## config.mk

```make
export PLATFORM = sky130hd
export DESIGN_NAME = trl_top
export DESIGN_NICKNAME = d
export VERILOG_FILES = /design/src/trl_chan.v /design/src/trl_top.v
export VERILOG_INCLUDE_DIRS = /design/src
export SDC_FILE = /design/constraint.sdc
export NUM_CORES = 1
export LEC_CHECK = 0
export BUFFER_PORTS_ARGS = -buffer_cell sky130_fd_sc_hd__buf_2
export CAP_MARGIN = 10
export CORE_ASPECT_RATIO = 1.5
export CORE_UTILIZATION = 45
export DETAILED_ROUTE_END_ITERATION = 6
export GPL_ROUTABILITY_DRIVEN = 0
export PLACE_DENSITY = 0.66
export RECOVER_POWER = 25
export SLEW_MARGIN = 20
export SYNTH_ARGS = -nofsm -noshare
export SYNTH_HDL_FRONTEND = slang
export SYNTH_SLANG_ARGS = --single-unit
```

## constraint.sdc

```tcl
create_clock -name clk_in -period 2.6 [get_ports clk_in]
set_input_delay 0.13 -clock clk_in [delete_from_list [all_inputs] [get_ports clk_in]]
set_output_delay 0.13 -clock clk_in [all_outputs]
set_load 0.005 [all_outputs]
```

## src/trl_consts.vh

```
`ifndef TRL_CONSTS_VH
`define TRL_CONSTS_VH
// ----------------------------------------
// port addresses
// ----------------------------------------
`define TRL_ADDR_CNT0      2'h0
`define TRL_ADDR_CNT1      2'h1
`define TRL_ADDR_CNT2      2'h2
`define TRL_ADDR_CMD       2'h3
// ----------------------------------------
// command word fields
// ----------------------------------------
`define TRL_CW_SEL_HI      7
`define TRL_CW_SEL_LO      6
`define TRL_CW_FMT_HI      5
`define TRL_CW_FMT_LO      4
`define TRL_CW_RB_CNT_N    5
`define TRL_CW_RB_STS_N    4
`define TRL_CW_RB_T2       3
`define TRL_CW_RB_T1       2
`define TRL_CW_RB_T0       1
`define TRL_CW_RB_ZERO     0
`define TRL_SEL_READBACK   2'h3
// ----------------------------------------
// byte formats
// ----------------------------------------
`define TRL_FMT_LATCH      2'h0
`define TRL_FMT_LSB        2'h1
`define TRL_FMT_MSB        2'h2
`define TRL_FMT_BOTH       2'h3
// ----------------------------------------
// status byte fields and reset values
// ----------------------------------------
`define TRL_ST_OUT         7
`define TRL_ST_NULL        6
`define TRL_MODE_RST       6'h00
`define TRL_DATA_RST       8'h00
`define TRL_WORD_RST       16'h0000
`endif

```

## src/trl_chan.v

```verilog
`timescale 1ns/1ps
`include "trl_consts.vh"
// ----------------------------------------
// per-counter readback state
// ----------------------------------------
module trl_chan (
  input  wire        clk_in,         // system clock
  input  wire        srst_in,        // sync reset
  input  wire        prog_in,        // command word for this counter
  input  wire [5:0]  prog_mode_in,   // mode fields of that word
  input  wire        latch_cnt_in,   // count latch request
  input  wire        latch_sts_in,   // status latch request
  input  wire        wr_in,          // count byte write
  input  wire        rd_in,          // port read
  input  wire        load_in,        // preload moved to counting element
  input  wire        pin_in,         // live output pin level
  input  wire [15:0] live_in,        // counting element value
  output reg  [7:0]  rd_data_out,    // byte for this read
  output reg  [5:0]  mode_out,       // current mode fields
  output reg         null_out        // null-count flag
);
  reg  [15:0] snapshot_latch_r;      // latched count
  reg         cnt_held_r;            // count snapshot pending
  reg  [7:0]  sts_r;                 // latched status
  reg         sts_held_r;            // status pending
  reg         rd_ptr_r;              // read byte order: 1 = msb next
  reg         wr_ptr_r;              // write byte order: 1 = msb next
  wire [1:0]  fmt = mode_out[5:4];   // byte format
  wire [15:0] src = cnt_held_r ? snapshot_latch_r : live_in;
  wire        last_rd = (fmt != `TRL_FMT_BOTH) | rd_ptr_r;
  // ----------------------------------------
  // read byte select
  // ----------------------------------------
  always @* begin
    if (sts_held_r) begin
      rd_data_out = sts_r;
    end else if (fmt == `TRL_FMT_MSB || (fmt == `TRL_FMT_BOTH && rd_ptr_r)) begin
      rd_data_out = src[15:8];
    end else begin
      rd_data_out = src[7:0];
    end
  end
  // ----------------------------------------
  // latch, pointer and null-count state
  // ----------------------------------------
  always @(posedge clk_in) begin
    if (srst_in) begin
      snapshot_latch_r <= `TRL_WORD_RST;
      cnt_held_r       <= 1'b0;
      sts_r            <= `TRL_DATA_RST;
      sts_held_r       <= 1'b0;
      rd_ptr_r         <= 1'b0;
      wr_ptr_r         <= 1'b0;
      mode_out         <= `TRL_MODE_RST;
      null_out         <= 1'b0;
    end else if (prog_in) begin
      // reprogramming drops snapshots and restarts byte order
      mode_out   <= prog_mode_in;
      cnt_held_r <= 1'b0;
      sts_held_r <= 1'b0;
      rd_ptr_r   <= 1'b0;
      wr_ptr_r   <= 1'b0;
      null_out   <= 1'b1;
    end else begin
      // count latch, first one wins; live value is the element's
      if (latch_cnt_in && !cnt_held_r) begin
        snapshot_latch_r <= live_in;
        cnt_held_r       <= 1'b1;
      end
      // status latch, first one wins
      if (latch_sts_in && !sts_held_r) begin
        sts_r      <= {pin_in, null_out, mode_out};
        sts_held_r <= 1'b1;
      end
      // reads: status first, then count bytes
      if (rd_in) begin
        if (sts_held_r) begin
          sts_held_r <= 1'b0;
        end else begin
          if (fmt == `TRL_FMT_BOTH) begin
            rd_ptr_r <= ~rd_ptr_r;
          end
          if (last_rd) begin
            cnt_held_r <= 1'b0;
          end
        end
      end
      // writes: own pointer; null set on last byte, load clears
      if (wr_in) begin
        if (fmt == `TRL_FMT_BOTH) begin
          wr_ptr_r <= ~wr_ptr_r;
        end
        if (fmt != `TRL_FMT_BOTH || wr_ptr_r) begin
          null_out <= 1'b1;
        end else if (load_in) begin
          null_out <= 1'b0;
        end
      end else if (load_in) begin
        null_out <= 1'b0;
      end
    end
  end
endmodule

```

## src/trl_top.v

```verilog
`timescale 1ns/1ps
`include "trl_consts.vh"
// How it works
// - second count latch ignored while unread
// - reads follow byte format, interleaving allowed
// - separate read and write byte pointers
// - top bits both set means readback
// - readback latches each selected counter separately
// - repeated count readbacks keep first snapshot
// - status readable only after status latch
// - status: pin, null flag, mode bits
// - command word sets null flag there only
// - count write sets null, last byte
// - load into element clears null flag
// - latch shows element value, not preload
// - repeated status latches keep first status
// - count and status latched together
// - status read first, then count bytes
// - address decode; read at three undriven
// - readback only through command port write
// - format zero is count latch command
// - format selects lsb, msb or both
module trl_top #(
  parameter NCH = 3                                  // counters
) (
  input  wire        clk_in,         // system clock, 125 MHz
  input  wire        srst_in,        // sync reset, active high
  input  wire        cs_n_in,        // chip select, active low
  input  wire        rd_n_in,        // read strobe, active low
  input  wire        wr_n_in,        // write strobe, active low
  input  wire        port_sel_hi_in, // address high
  input  wire        port_sel_lo_in, // address low
  input  wire [7:0]  data_in,        // bus write data
  input  wire [47:0] live_cnt_in,    // counting element values, 16 each
  input  wire [2:0]  pin_state_in,   // output pin levels
  input  wire [2:0]  load_evt_in,    // count-loaded pulses
  output reg  [7:0]  data_out,       // bus read data
  output reg         data_oe_n_out,  // low while driving bus
  output reg  [2:0]  wr_strobe_out,  // count byte write per counter
  output reg  [7:0]  wr_data_out,    // byte for counting core
  output reg  [17:0] mode_out,       // mode fields, 6 per counter
  output reg  [2:0]  null_cnt_out    // null-count flags
);
  // ----------------------------------------
  // bus decode
  // ----------------------------------------
  reg        rd_q_r;                 // read strobe, last cycle
  reg        wr_q_r;                 // write strobe, last cycle
  wire [1:0] addr   = {port_sel_hi_in, port_sel_lo_in};
  wire       rd_act = !cs_n_in && !rd_n_in && wr_n_in;
  wire       wr_act = !cs_n_in && !wr_n_in && rd_n_in;
  wire       rd_go  = rd_act && !rd_q_r;     // one event per strobe
  wire       wr_go  = wr_act && !wr_q_r;
  wire       cmd_wr = wr_go && addr == `TRL_ADDR_CMD;
  wire       is_rb  = data_in[`TRL_CW_SEL_HI] && data_in[`TRL_CW_SEL_LO];
  wire [1:0] cw_fmt = {data_in[`TRL_CW_FMT_HI], data_in[`TRL_CW_FMT_LO]};
  wire [1:0] cw_sel = {data_in[`TRL_CW_SEL_HI], data_in[`TRL_CW_SEL_LO]};
  wire       rb_ok  = cmd_wr && is_rb && !data_in[`TRL_CW_RB_ZERO];
  wire [2:0] rb_sel = {data_in[`TRL_CW_RB_T2], data_in[`TRL_CW_RB_T1],
                       data_in[`TRL_CW_RB_T0]};
  // ----------------------------------------
  // per-counter strobes
  // ----------------------------------------
  reg  [2:0] prog;                   // command word hits counter
  reg  [2:0] lat_c;                  // count latch request
  reg  [2:0] lat_s;                  // status latch request
  reg  [2:0] wr_c;                   // count byte write
  reg  [2:0] rd_c;                   // port read
  wire [7:0] ch_rd  [0:2];           // per-counter read byte
  wire [5:0] ch_mode[0:2];
  wire [2:0] ch_null;
  integer    i;
  // decode command and port strobes
  always @* begin
    for (i = 0; i < NCH; i = i + 1) begin
      prog[i]  = cmd_wr && !is_rb && cw_sel == i[1:0] &&
                 cw_fmt != `TRL_FMT_LATCH;
      lat_c[i] = (cmd_wr && !is_rb && cw_sel == i[1:0] &&
                  cw_fmt == `TRL_FMT_LATCH) ||
                 (rb_ok && rb_sel[i] && !data_in[`TRL_CW_RB_CNT_N]);
      lat_s[i] = rb_ok && rb_sel[i] && !data_in[`TRL_CW_RB_STS_N];
      wr_c[i]  = wr_go && addr == i[1:0];
      rd_c[i]  = rd_go && addr == i[1:0];
    end
  end
  // ----------------------------------------
  // counters
  // ----------------------------------------
  genvar g;
  generate
    for (g = 0; g < 3; g = g + 1) begin : ch
      trl_chan u_chan (
        .clk_in       (clk_in),
        .srst_in      (srst_in),
        .prog_in      (prog[g]),
        .prog_mode_in (data_in[5:0]),
        .latch_cnt_in (lat_c[g]),
        .latch_sts_in (lat_s[g]),
        .wr_in        (wr_c[g]),
        .rd_in        (rd_c[g]),
        .load_in      (load_evt_in[g]),
        .pin_in       (pin_state_in[g]),
        .live_in      (live_cnt_in[16*g +: 16]),
        .rd_data_out  (ch_rd[g]),
        .mode_out     (ch_mode[g]),
        .null_out     (ch_null[g])
      );
    end
  endgenerate
  // ----------------------------------------
  // registered bus outputs
  // ----------------------------------------
  always @(posedge clk_in) begin
    if (srst_in) begin
      rd_q_r        <= 1'b0;
      wr_q_r        <= 1'b0;
      data_out      <= `TRL_DATA_RST;
      data_oe_n_out <= 1'b1;
      wr_strobe_out <= 3'h0;
      wr_data_out   <= `TRL_DATA_RST;
      mode_out      <= 18'h0_0000;
      null_cnt_out  <= 3'h0;
    end else begin
      rd_q_r        <= rd_act;
      wr_q_r        <= wr_act;
      wr_strobe_out <= wr_c;
      wr_data_out   <= data_in;
      mode_out      <= {ch_mode[2], ch_mode[1], ch_mode[0]};
      null_cnt_out  <= ch_null;
      // drive during a counter read; address three stays undriven
      if (rd_act && addr != `TRL_ADDR_CMD) begin
        data_oe_n_out <= 1'b0;
        if (rd_go) begin
          data_out <= ch_rd[addr];
        end
      end else begin
        data_oe_n_out <= 1'b1;
      end
    end
  end
endmodule

```

* Yosys cells after proc, flatten, opt, wreduce, memory -nomap -nowiden
Index checks and enable logic that the tools add are counted.
** Storage, ports and cells
- Word-level logic and storage cells :: 199
- Input port bits :: 69
- Bits in registers :: 148
** Operators by class
- Eq/ne operators :: 15
- Reductions and logical operators :: 89
- Order comparisons :: 1
- Mux-type cells :: 46
- Bitwise operators :: 16
** Operators with widths (count)
- two-way mux 8 bit :: 8
- two-way mux 16 bit :: 3
- logical AND 1 bit :: 45
- two-way mux 1 bit :: 34
- AND reduction 2 bit :: 10
- equality test 2 bit, second input constant :: 9
- binary-select mux 8 bit (select 2 bit) :: 1
- zero test 1 bit :: 15
- inverter 1 bit :: 12
- logical OR 1 bit :: 9
- AND reduction 3 bit :: 3
- inequality test 2 bit, second input constant :: 4
- zero test 2 bit :: 3
- OR reduction 2 bit :: 3
- equality test 2 x 1 -> 1 bit, second input constant :: 2
- >= comparator 3 bit, second input constant :: 1
- inverter 2 -> 3 bit :: 1
- bitwise OR 1 bit :: 3
- nonzero test 2 bit :: 1

* Depth between registers and ports, before layout
Gate-level depths: netlist of the first run.
- Depth in word-level cells :: 15
- Mapped depth :: 9
- Mapped depth without buffers :: 5

* Modules after synthesis
Synthesis of the first run repeated with hierarchy kept, for this count alone.
** Unflattened totals
- Cells, all modules :: 747
- Area, all modules :: 6874.1 um2
** By module, submodules not included
- trl_chan :: cells each 197, instances 3, area each 1759.2 um2
- trl_top :: cells each 156, instances 1, area each 1596.5 um2

* Worst setup path before layout of the first run
Ideal clock, no wire load.
- Path type :: register to register
- Start point :: register wr_q_r
- End point :: register ch[0].u_chan.snapshot_latch_r[8]
- Data arrival time :: 2.161 ns
- Slack :: 0.307 ns
- Data required time :: 2.468 ns
- Path buffers :: 3
- Cell stages (with the launch flop) :: 9
- Cells stage by stage :: dfxtp_1 > or4b_4 > or3_1 > buf_6 > or4_4 > buf_6 > buf_6 > nand2_1 > a21oi_1
** On the way
- Cells in the longest elaborated chain, start to end :: 10
- Elaborated cells on any way between the ends :: 15
** RTL lines
- start: declaration :: RTL line trl_top.v:48 : reg wr_q_r;
- start signal: assignment :: RTL line trl_top.v:125 : wr_q_r <= wr_act;
- zero test 1 bit * :: RTL line trl_top.v:53 : wire wr_go = wr_act && !wr_q_r;
- logical AND 1 bit * :: RTL line trl_top.v:53
- logical AND 1 bit (no source line) *
- logical AND 1 bit (2 in a row) :: RTL line trl_top.v:58 : wire rb_ok = cmd_wr && is_rb && !data_in[`TRL_CW_RB_ZERO];
- logical AND 1 bit (2 in a row) :: RTL line trl_top.v:80 : (rb_ok && rb_sel[i] && !data_in[`TRL_CW_RB_CNT_N]);
- logical OR 1 bit :: RTL line trl_top.v:78 : lat_c[i] = (cmd_wr && !is_rb && cw_sel == i[1:0] &&
- logical AND 1 bit :: RTL line trl_chan.v:66 : if (latch_cnt_in && !cnt_held_r) begin
- AND reduction 2 bit (no source line) *
- end signal: assignment :: RTL line trl_chan.v:48 : snapshot_latch_r <= `TRL_WORD_RST;
- end signal: assignment :: RTL line trl_chan.v:67 : snapshot_latch_r <= live_in;
- end: declaration :: RTL line trl_chan.v:22 : reg [15:0] snapshot_latch_r;
Mark *: on every way between the ends. The rest lies on a longest branch, timed or not.
A chain may end at the register's enable or synchronous reset.

* Final worst setup path of the first run
- Start point :: input wr_n_in
- End point :: register ch[1].u_chan.snapshot_latch_r[1]
** On the way
- Cells in the longest elaborated chain, start to end :: 12
- Elaborated cells on any way between the ends :: 17
** RTL lines
- start: declaration :: RTL line trl_top.v:30 : input wire wr_n_in,
- zero test 1 bit * :: RTL line trl_top.v:51 : wire wr_act = !cs_n_in && !wr_n_in && rd_n_in;
- logical AND 1 bit * (2 in a row) :: RTL line trl_top.v:51
- logical AND 1 bit * :: RTL line trl_top.v:53
- logical AND 1 bit (no source line) *
- logical AND 1 bit (2 in a row) :: RTL line trl_top.v:58
- logical AND 1 bit (2 in a row) :: RTL line trl_top.v:80
- logical OR 1 bit :: RTL line trl_top.v:78
- logical AND 1 bit :: RTL line trl_chan.v:66
- AND reduction 2 bit (no source line) *
- end signal: assignment :: RTL line trl_chan.v:48
- end signal: assignment :: RTL line trl_chan.v:67
- end: declaration :: RTL line trl_chan.v:22
Marked as above.

==> flow_results.xml, run 1 <==
<?xml version="1.0" encoding="UTF-8"?>
<metrics>
  <group name="outcome">
    <metric name="status" unit="">finished with violations</metric>
    <metric name="failed_checks" unit="">DRC</metric>
  </group>
  <group name="setup_path">
    <metric name="timing.rr.start" unit="">wr_q_r</metric>
    <metric name="worst_setup_path_endpoint" unit="">ch[1].u_chan.snapshot_latch_r[1]</metric>
    <metric name="worst-setup-path-type" unit="">in -&gt; reg</metric>
    <metric name="worst-endpoint-arrival" unit="ns">2.72</metric>
    <metric name="crit_path_start" unit="">wr_n_in</metric>
    <metric name="worst-r2r-setup-slack" unit="ns">0.28</metric>
    <metric name="critical_path.endpoint_type" unit="">flip-flop</metric>
    <metric name="worst_r2r_path_depth" unit="">7</metric>
    <metric name="regToRegEndpoint" unit="">ch[1].u_chan.snapshot_latch_r[1]</metric>
    <metric name="critical_path_required" unit="ns">2.87</metric>
    <metric name="timing.critical_path.fanout_max" unit="">16</metric>
    <metric name="worst_setup_path_start_kind" unit="">input port</metric>
  </group>
  <group name="detailed_routing">
    <metric name="drt_first_iter_violations" unit="">387</metric>
    <metric name="dr.pass1.iters" unit="">7</metric>
    <metric name="route.detailed.vias_per_inst" unit="">5.56</metric>
    <metric name="wl_per_cell" unit="um">17.5</metric>
    <metric name="drc_errors" unit="">6</metric>
    <metric name="via_count_of_the_routed_design" unit="">5478</metric>
    <metric name="detail-route-antenna-nets" unit="">0</metric>
    <metric name="finalWirelength" unit="um">17300</metric>
  </group>
  <group name="global_routing">
    <metric name="grt_max_degree" unit="">55</metric>
    <metric name="first_global_vias" unit="">5559</metric>
    <metric name="grt-ovfl-total" unit="">0</metric>
    <metric name="grt_antenna_before_repair" unit="">0</metric>
    <metric name="grt.total_usage" unit="%">25.5</metric>
    <metric name="grt_first_pass_wirelength" unit="um">28100</metric>
  </group>
  <group name="sta">
    <metric name="slew-limit-headroom" unit="%">21.6</metric>
    <metric name="holdWs" unit="ns">0.0149</metric>
    <metric name="timing_worst_slew_pin_value" unit="ns">1.18</metric>
    <metric name="report.final.setup_viol" unit="">0</metric>
    <metric name="rsz_0062_raised_after_global_routing" unit="">no</metric>
    <metric name="min_period_over_period" unit="%">93.9</metric>
    <metric name="finalWorstSetupSlack" unit="ns">0.158</metric>
    <metric name="period_needed" unit="ns">2.44</metric>
    <metric name="slew_violations" unit="">0</metric>
    <metric name="final_hold_viol_count" unit="">0</metric>
    <metric name="fin_tns_setup" unit="ns">0</metric>
    <metric name="timing.clock.skew" unit="ns">0.00684</metric>
    <metric name="clock.fmax" unit="MHz">410</metric>
  </group>
  <group name="power">
    <metric name="fin_total_pwr" unit="uW">5070</metric>
    <metric name="power.density_cell_area" unit="nW/um^2">629</metric>
    <metric name="leakage" unit="uW">0.00315</metric>
    <metric name="ir_worst_vdd" unit="V">0.000441</metric>
  </group>
  <group name="cells_and_area">
    <metric name="multi_input_area" unit="um^2">2990</metric>
    <metric name="layout-area-overhead-vs-synth" unit="%">30.0</metric>
    <metric name="layout.filler_cells" unit="">1168</metric>
    <metric name="share_of_layout_cells_above_drive_strength_1" unit="%">23.2</metric>
    <metric name="layout.nets" unit="">879</metric>
    <metric name="diodes" unit="">0</metric>
    <metric name="post_layout_nonfiller_instances" unit="">985</metric>
    <metric name="sequential_cell_area" unit="um^2">2960</metric>
  </group>
  <group name="clock_tree">
    <metric name="cts_root_buffer" unit="">clkbuf_16</metric>
    <metric name="cts_made_buffers" unit="">17</metric>
    <metric name="cts.htree.levels" unit="">4</metric>
    <metric name="cts_tree" unit="">yes</metric>
    <metric name="cts.clk_slew.worst_paths" unit="ns">0.06</metric>
    <metric name="worstSkewPairLatency" unit="ns">0.43</metric>
    <metric name="clockBufferDepth" unit="">2</metric>
    <metric name="clkSinkCount" unit="">148</metric>
    <metric name="post_cts.repair.setup_buffers" unit="">0</metric>
  </group>
  <group name="die">
    <metric name="core" unit="um^2">13500</metric>
    <metric name="initial_core_utilization" unit="%">46.1</metric>
    <metric name="core.rowCount" unit="">52</metric>
    <metric name="design.die.area" unit="um^2">14300</metric>
    <metric name="design.portCount" unit="">110</metric>
    <metric name="die_y" unit="um">146</metric>
    <metric name="die_x" unit="um">97.9</metric>
  </group>
  <group name="synthesis">
    <metric name="ys.warnings.count" unit="">0</metric>
    <metric name="synth.ff_latch_count" unit="">148</metric>
    <metric name="yosysTopAreaCellShare" unit="%">47.7</metric>
    <metric name="seq_area_frac_synth" unit="%">47.7</metric>
    <metric name="post-synth-top-count-cell" unit="">dfxtp_1</metric>
    <metric name="async_flop_share" unit="%">0</metric>
    <metric name="postSynthCellCount" unit="">649</metric>
    <metric name="synth.area.top_cells" unit="">dfxtp_1, mux2i_1, mux4_2</metric>
    <metric name="main_flop_type_after_synthesis" unit="">dfxtp_1</metric>
    <metric name="ys_top_cells_by_count" unit="">dfxtp_1, nor2_1, nand2_1</metric>
    <metric name="synth.largest_area_cell" unit="">dfxtp_1</metric>
    <metric name="syn-cell-area" unit="um^2">6210</metric>
    <metric name="synthesis.nets" unit="">718</metric>
    <metric name="synth.lib_cells_used.distinct" unit="">47</metric>
    <metric name="synth_edf_count" unit="">0</metric>
    <metric name="syn_avg_cell_area" unit="um^2">9.56</metric>
  </group>
  <group name="hold_path">
    <metric name="holdCritPathClass" unit="">in -&gt; reg</metric>
    <metric name="holdPathStages" unit="">4</metric>
  </group>
  <group name="job">
    <metric name="drv.max_cap_violation_count" unit="">0</metric>
  </group>
  <group name="placed_design">
    <metric name="io_buffer_count" unit="">109</metric>
    <metric name="detailedPlacementHpwl" unit="um">12100</metric>
    <metric name="pre_cts_ws" unit="ns">0.180</metric>
    <metric name="placed_cells" unit="">898</metric>
  </group>
</metrics>
[metal layers]
metal | vias up | wire length (um) | part of all wire, % | GRT usage [%]
li1 | 2591 | - | - | -
met2 | 225 | 8300 | 48 | 40.9
met4 | 0 | 1090 | 6.3 | 19.1
met3 | 66 | 1020 | 5.9 | 4.76
met1 | 2596 | 6860 | 40 | 30.1
met5 | - | 0 | 0 | 0
[stage by stage]
step                instance area, um^2  utilization (%)
floorplan                          6210                -
global placement                   6930             51.5
detailed placement                 6930             51.5
CTS                                8080             60.0
global route                       8070             59.9
finish                             8070             59.9
[worst max-delay path: stages]
cell and delay (ns):
dlygate4sd3_1 0.54, buf_2 0.15, or4b_4 0.56, or3_1 0.48, buf_4 0.20, nand3b_1 0.16, buf_4 0.23, mux2i_1 0.19
nor2_1 0.06
[cell usage in the layout (no fill, tap or decap), types with 6 or more instances in the layout]
cell type / Yosys / layout
dlygate4sd3_1: 0 / 55
a22oi_1: 8 / 8
clkbuf_16: 0 / 17
a21oi_1: 50 / 50
inv_1: 14 / 14
buf_2: 8 / 99
nor3_1: 20 / 20
nand2b_1: 7 / 7
nand2_1: 73 / 73
dfxtp_1: 148 / 148
mux2i_1: 54 / 54
buf_4: 0 / 23
nand3b_1: 9 / 9
mux4_2: 23 / 23
o21ai_0: 6 / 6
nand3_1: 24 / 24
nor2_1: 85 / 85
nor2b_1: 22 / 22
clkbuf_1: 30 / 10
a221oi_1: 7 / 7
[final cells by class]
| type | instances | share of cell area, % |
|---|---|---|
| Clock buffer | 17 | 5.27 |
| Clock inverter | 15 | 2.17 |
| Inverter | 14 | 0.651 |
| Multi-Input combinational cell | 441 | 37.0 |
| Sequential cell | 148 | 36.7 |
| Tap cell | 162 | 2.51 |
| Timing Repair Buffer | 188 | 15.6 |
[how the worst min path moves through the flow]
stage                     slack, ns                     to            from
after CTS                     0.005  ch[2].u_chan.null_out  load_evt_in[2]
final                          0.01  ch[2].u_chan.null_out  load_evt_in[2]
after global placement         0.36                 wr_q_r         wr_n_in
after detailed placement       0.37                 wr_q_r         wr_n_in
after floorplan                0.21                 wr_q_r         cs_n_in
after global routing           0.03         wr_data_out[3]      data_in[3]
[cell families (layout without fill, tap and decap cells)]
family | count (synthesis) | after routing | share of synthesized area (%)
AOI/OAI and AO/OA | 88 | 88 | 8.69
muxes | 77 | 77 | 17.1
and+or+nand+nor | 271 | 271 | 21.7
xor gates and xnor gates | 5 | 5 | 0.706
buffers and inverters | 60 | 234 | 4.15
DFF | 148 | 148 | 47.7
[power breakdown]
| part | internal [uW] | switching, uW | total (uW) | leakage (uW) |
|---|---|---|---|---|
| sequential | 2280 | 8.42 | 2290 | 0.00119 |
| combinational | 151 | 158 | 309 | 0.00166 |
| clock | 1440 | 1030 | 2470 | 0.000290 |
| total | 3880 | 1200 | 5070 | 0.00315 |
[registers in the layout, indices dropped and copies added, names as in the netlist]
register                    cells
ch.u_chan.null_out              3
ch.u_chan.sts_r                24
ch.u_chan.wr_ptr_r              3
rd_q_r                          1
ch.u_chan.mode_out             18
ch.u_chan.snapshot_latch_r     48
wr_q_r                          1
data_oe_n_out                   1
wr_data_out                     8
ch.u_chan.rd_ptr_r              3
ch.u_chan.cnt_held_r            3
null_cnt_out                    3
mode_out                       18
ch.u_chan.sts_held_r            3
wr_strobe_out                   3
data_out                        8
[repair_timing]
| item | in CTS | in global routing |
|---|---|---|
| setup endpoints to repair | 0 | 16 |
| endpoints found under the hold margin | 53 | 0 |
| hold buffers | 55 | 0 |
| gates resized for setup | 0 | 1 |
No activity file was read; power rests on OpenSTA's default activity.
==> run 2, diff against run 1 <==
--- a/config.mk
+++ b/config.mk
@@ -7,12 +7,11 @@
 export NUM_CORES = 1
 export LEC_CHECK = 0
 export BUFFER_PORTS_ARGS = -buffer_cell sky130_fd_sc_hd__buf_2
-export CAP_MARGIN = 10
 export CORE_ASPECT_RATIO = 1.5
 export CORE_UTILIZATION = 45
 export DETAILED_ROUTE_END_ITERATION = 6
 export GPL_ROUTABILITY_DRIVEN = 0
-export PLACE_DENSITY = 0.66
+export PLACE_DENSITY = 0.64
 export RECOVER_POWER = 25
 export SLEW_MARGIN = 20
 export SYNTH_ARGS = -nofsm -noshare
==> run 2 against run 1 <==
Against the previous run: the run still ends with DRC left; setup slack got worse by 0.058 ns; maximum frequency fell by 2.3%; critical path depth down 2; first-iteration DRC count fell by 13%; largest cell class unchanged; non-clock buffer count shrank 1; clock-buffer cell count unchanged; critical endpoint is now ch[0].u_chan.snapshot_latch_r[12]; global-route usage fell by 1.1 points; clock power shrank 3%.
==> flow_results.xml, run 2 (same netlist as run 1, synthesis figures left out) <==
<?xml version="1.0" encoding="UTF-8"?>
<metrics>
  <group name="placed_design">
    <metric name="dpl-instance-area" unit="um^2">6920</metric>
    <metric name="placed_cells" unit="">897</metric>
    <metric name="detailedPlacementHpwl" unit="um">11900</metric>
    <metric name="io_buffer_count" unit="">109</metric>
  </group>
  <group name="setup_path">
    <metric name="slowest_stage" unit="">or4_4</metric>
    <metric name="critical_path_required" unit="ns">2.84</metric>
    <metric name="cp_top_family" unit="">simple AND/OR/NAND/NOR gates</metric>
    <metric name="critPathBufInv" unit="">2</metric>
    <metric name="worst_setup_path_start_kind" unit="">input port</metric>
    <metric name="worst_setup_path_endpoint" unit="">ch[0].u_chan.snapshot_latch_r[12]</metric>
    <metric name="critical-path-max-stage-delay" unit="ns">0.69</metric>
    <metric name="timing.rr.start" unit="">wr_q_r</metric>
    <metric name="critical_path.endpoint_type" unit="">flip-flop</metric>
    <metric name="worst_r2r_path_depth" unit="">5</metric>
    <metric name="timing.critical_path.fanout_max" unit="">16</metric>
    <metric name="worst-endpoint-arrival" unit="ns">2.74</metric>
    <metric name="crit_path_start" unit="">wr_n_in</metric>
    <metric name="worst-r2r-setup-slack" unit="ns">0.23</metric>
    <metric name="cp_cell_sequence" unit="">dlygate4sd3_1 &gt; buf_2 &gt; or4b_4 &gt; or3_1 &gt; or4_4 &gt; nand2_1 &gt; a21oi_1</metric>
    <metric name="worst-setup-path-type" unit="">in -&gt; reg</metric>
    <metric name="regToRegEndpoint" unit="">ch[0].u_chan.snapshot_latch_r[12]</metric>
    <metric name="worst-path-stages" unit="">7</metric>
  </group>
  <group name="clock_tree">
    <metric name="post_cts.repair.setup_buffers" unit="">0</metric>
    <metric name="worstSkewPairLatency" unit="ns">0.42</metric>
    <metric name="cts_made_buffers" unit="">17</metric>
    <metric name="cts.clk_slew.worst_paths" unit="ns">0.07</metric>
    <metric name="clockBufferDepth" unit="">2</metric>
    <metric name="cts_root_buffer" unit="">clkbuf_16</metric>
    <metric name="cts.htree.levels" unit="">4</metric>
    <metric name="cts_tree" unit="">yes</metric>
    <metric name="clkSinkCount" unit="">148</metric>
  </group>
  <group name="cells_and_area">
    <metric name="most_common_cell_after_layout_fill_and_taps_aside" unit="">dfxtp_1</metric>
    <metric name="largest_register" unit="">ch.u_chan.snapshot_latch_r</metric>
    <metric name="share_of_layout_cells_above_drive_strength_1" unit="%">23.7</metric>
    <metric name="layout.nets" unit="">878</metric>
    <metric name="largest_reg_flops" unit="">48</metric>
    <metric name="biggestRegsByFlops" unit="">ch.u_chan.snapshot_latch_r x48, ch.u_chan.sts_r x24</metric>
    <metric name="layout-area-overhead-vs-synth" unit="%">29.5</metric>
    <metric name="diodes" unit="">0</metric>
    <metric name="final_cell_mix" unit="">dfxtp_1, buf_2, nor2_1</metric>
    <metric name="layout.cell_area.non_filler" unit="um^2">8040</metric>
    <metric name="post-route-util" unit="%">59.7</metric>
    <metric name="post_layout_nonfiller_instances" unit="">984</metric>
  </group>
  <group name="sta">
    <metric name="timing_worst_slew_pin_value" unit="ns">1.38</metric>
    <metric name="rsz_0062_raised_after_global_routing" unit="">no</metric>
    <metric name="min_period_over_period" unit="%">96.2</metric>
    <metric name="fin_tns_setup" unit="ns">0</metric>
    <metric name="report.final.setup_viol" unit="">0</metric>
    <metric name="final_hold_viol_count" unit="">0</metric>
    <metric name="period_needed" unit="ns">2.50</metric>
    <metric name="clock.fmax" unit="MHz">400</metric>
    <metric name="slew_violations" unit="">0</metric>
    <metric name="slew-limit-headroom" unit="%">8.27</metric>
    <metric name="timing.clock.skew" unit="ns">0.00745</metric>
  </group>
  <group name="global_routing">
    <metric name="grt.total_usage" unit="%">24.3</metric>
    <metric name="grt.met3_usage" unit="%">4.76</metric>
    <metric name="grt_first_pass_wirelength" unit="um">27100</metric>
    <metric name="grt_max_degree" unit="">55</metric>
    <metric name="grt-ovfl-total" unit="">0</metric>
    <metric name="globalRoute.busiestLayer" unit="">met2</metric>
    <metric name="first_global_vias" unit="">5298</metric>
    <metric name="gr-usage-met2" unit="%">40.3</metric>
    <metric name="grt_antenna_before_repair" unit="">0</metric>
    <metric name="grt_use_met1" unit="%">29.4</metric>
  </group>
  <group name="hold_path">
    <metric name="holdCritPathClass" unit="">in -&gt; reg</metric>
    <metric name="holdCritStartpoint" unit="">load_evt_in[2]</metric>
  </group>
  <group name="power">
    <metric name="share_seq_of_total_power" unit="%">46.0</metric>
    <metric name="cellInternalPower" unit="uW">3780</metric>
    <metric name="ir_worst_vdd" unit="V">0.000457</metric>
    <metric name="clkPwrFrac" unit="%">47.9</metric>
    <metric name="switching_share_of_power" unit="%">24.2</metric>
    <metric name="power.share.combinational" unit="%">6.2</metric>
    <metric name="leakage" unit="uW">0.00315</metric>
    <metric name="fin_total_pwr" unit="uW">4980</metric>
    <metric name="net_sw_power" unit="uW">1210</metric>
    <metric name="power.density_cell_area" unit="nW/um^2">620</metric>
  </group>
  <group name="die">
    <metric name="die_y" unit="um">146</metric>
    <metric name="core.rowCount" unit="">52</metric>
    <metric name="core" unit="um^2">13500</metric>
    <metric name="design.die.area" unit="um^2">14300</metric>
    <metric name="design.portCount" unit="">110</metric>
    <metric name="initial_core_utilization" unit="%">46.1</metric>
    <metric name="die_x" unit="um">97.9</metric>
  </group>
  <group name="outcome">
    <metric name="failed_checks" unit="">DRC</metric>
    <metric name="status" unit="">finished with violations</metric>
  </group>
  <group name="detailed_routing">
    <metric name="wl_per_cell" unit="um">17.3</metric>
    <metric name="finalWirelength" unit="um">17000</metric>
    <metric name="drt_first_iter_violations" unit="">336</metric>
    <metric name="detail-route-antenna-nets" unit="">0</metric>
    <metric name="drc_errors" unit="">8</metric>
    <metric name="dr.pass1.iters" unit="">7</metric>
    <metric name="via_count_of_the_routed_design" unit="">5399</metric>
    <metric name="route.detailed.vias_per_inst" unit="">5.49</metric>
  </group>
  <group name="job">
    <metric name="drv.max_cap_violation_count" unit="">0</metric>
  </group>
</metrics>
[run 2: cell types whose count changed in the layout (fill, tap and decap cells not counted)]
cell and change:
buf_2 +6, buf_4 -2, bufinv_16 -1, clkbuf_1 -5
clkinv_2 +1, clkinv_4 -3, clkinvlp_4 +1, inv_6 +3
inv_8 -1
[run 2: power groups by stage]
| stage | clock network (uW) | logic [uW] | registers (uW) |
|---|---|---|---|
| after global placement | 0 | 238 | 2340 |
| after global routing | 2520 | 330 | 2290 |
| final | 2390 | 308 | 2290 |
| after floorplan | 0 | 118 | 2340 |
| after CTS | 2410 | 305 | 2290 |
| after detailed placement | 0 | 243 | 2340 |
[run 2: cell type report]
cell class / instances / area (um^2)
Clock inverter: 15 / 146
Multi-Input combinational cell: 441 / 2990
Timing Repair Buffer: 187 / 1260
Tap cell: 162 / 203
Inverter: 14 / 52.6
Fill cell: 1145 / 5430
Sequential cell: 148 / 2960
Clock buffer: 17 / 425
[run 2: metrics by stage]
step	hold WS (ns)	setup slack [ns]
after global placement	0.356	0.240
after global routing	0.0341	0.0266
after floorplan	0.207	0.307
after CTS	0.00490	0.106
after detailed placement	0.368	0.187
final	0.0190	0.0996
[run 2: worst min path at each step]
| stage | slack (ns) | end | cells after the start |
|---|---|---|---|
| 2_1_floorplan | 0.21 | wr_q_r | 1 |
| 3_3_place_gp | 0.36 | wr_q_r | 2 |
| 3_5_place_dp | 0.37 | wr_q_r | 2 |
| 4_1_cts | 0.005 | ch[2].u_chan.null_out | 4 |
| 5_1_grt | 0.03 | ch[2].u_chan.null_out | 4 |
| 6_report | 0.02 | ch[2].u_chan.null_out | 4 |
[run 2: tightest hold or removal path, delay by kind of cell]
family / cells / cell delay [ns]
buf+inv: 1 / 0.08
compound gates: 1 / 0.06
simple gates: 2 / 0.12
[run 2: metal layers]
layer / wire, um / share of wire (%)
met5: 0 / 0
met4: 807 / 4.7
met3: 758 / 4.5
met2: 8370 / 49
met1: 7060 / 42
[run 2: what timing repair did]
item,4_1_cts,5_1_grt
setup endpoints to repair,0,14
gates resized for setup,0,1
endpoints found under the hold margin,53,0
hold buffers,55,0
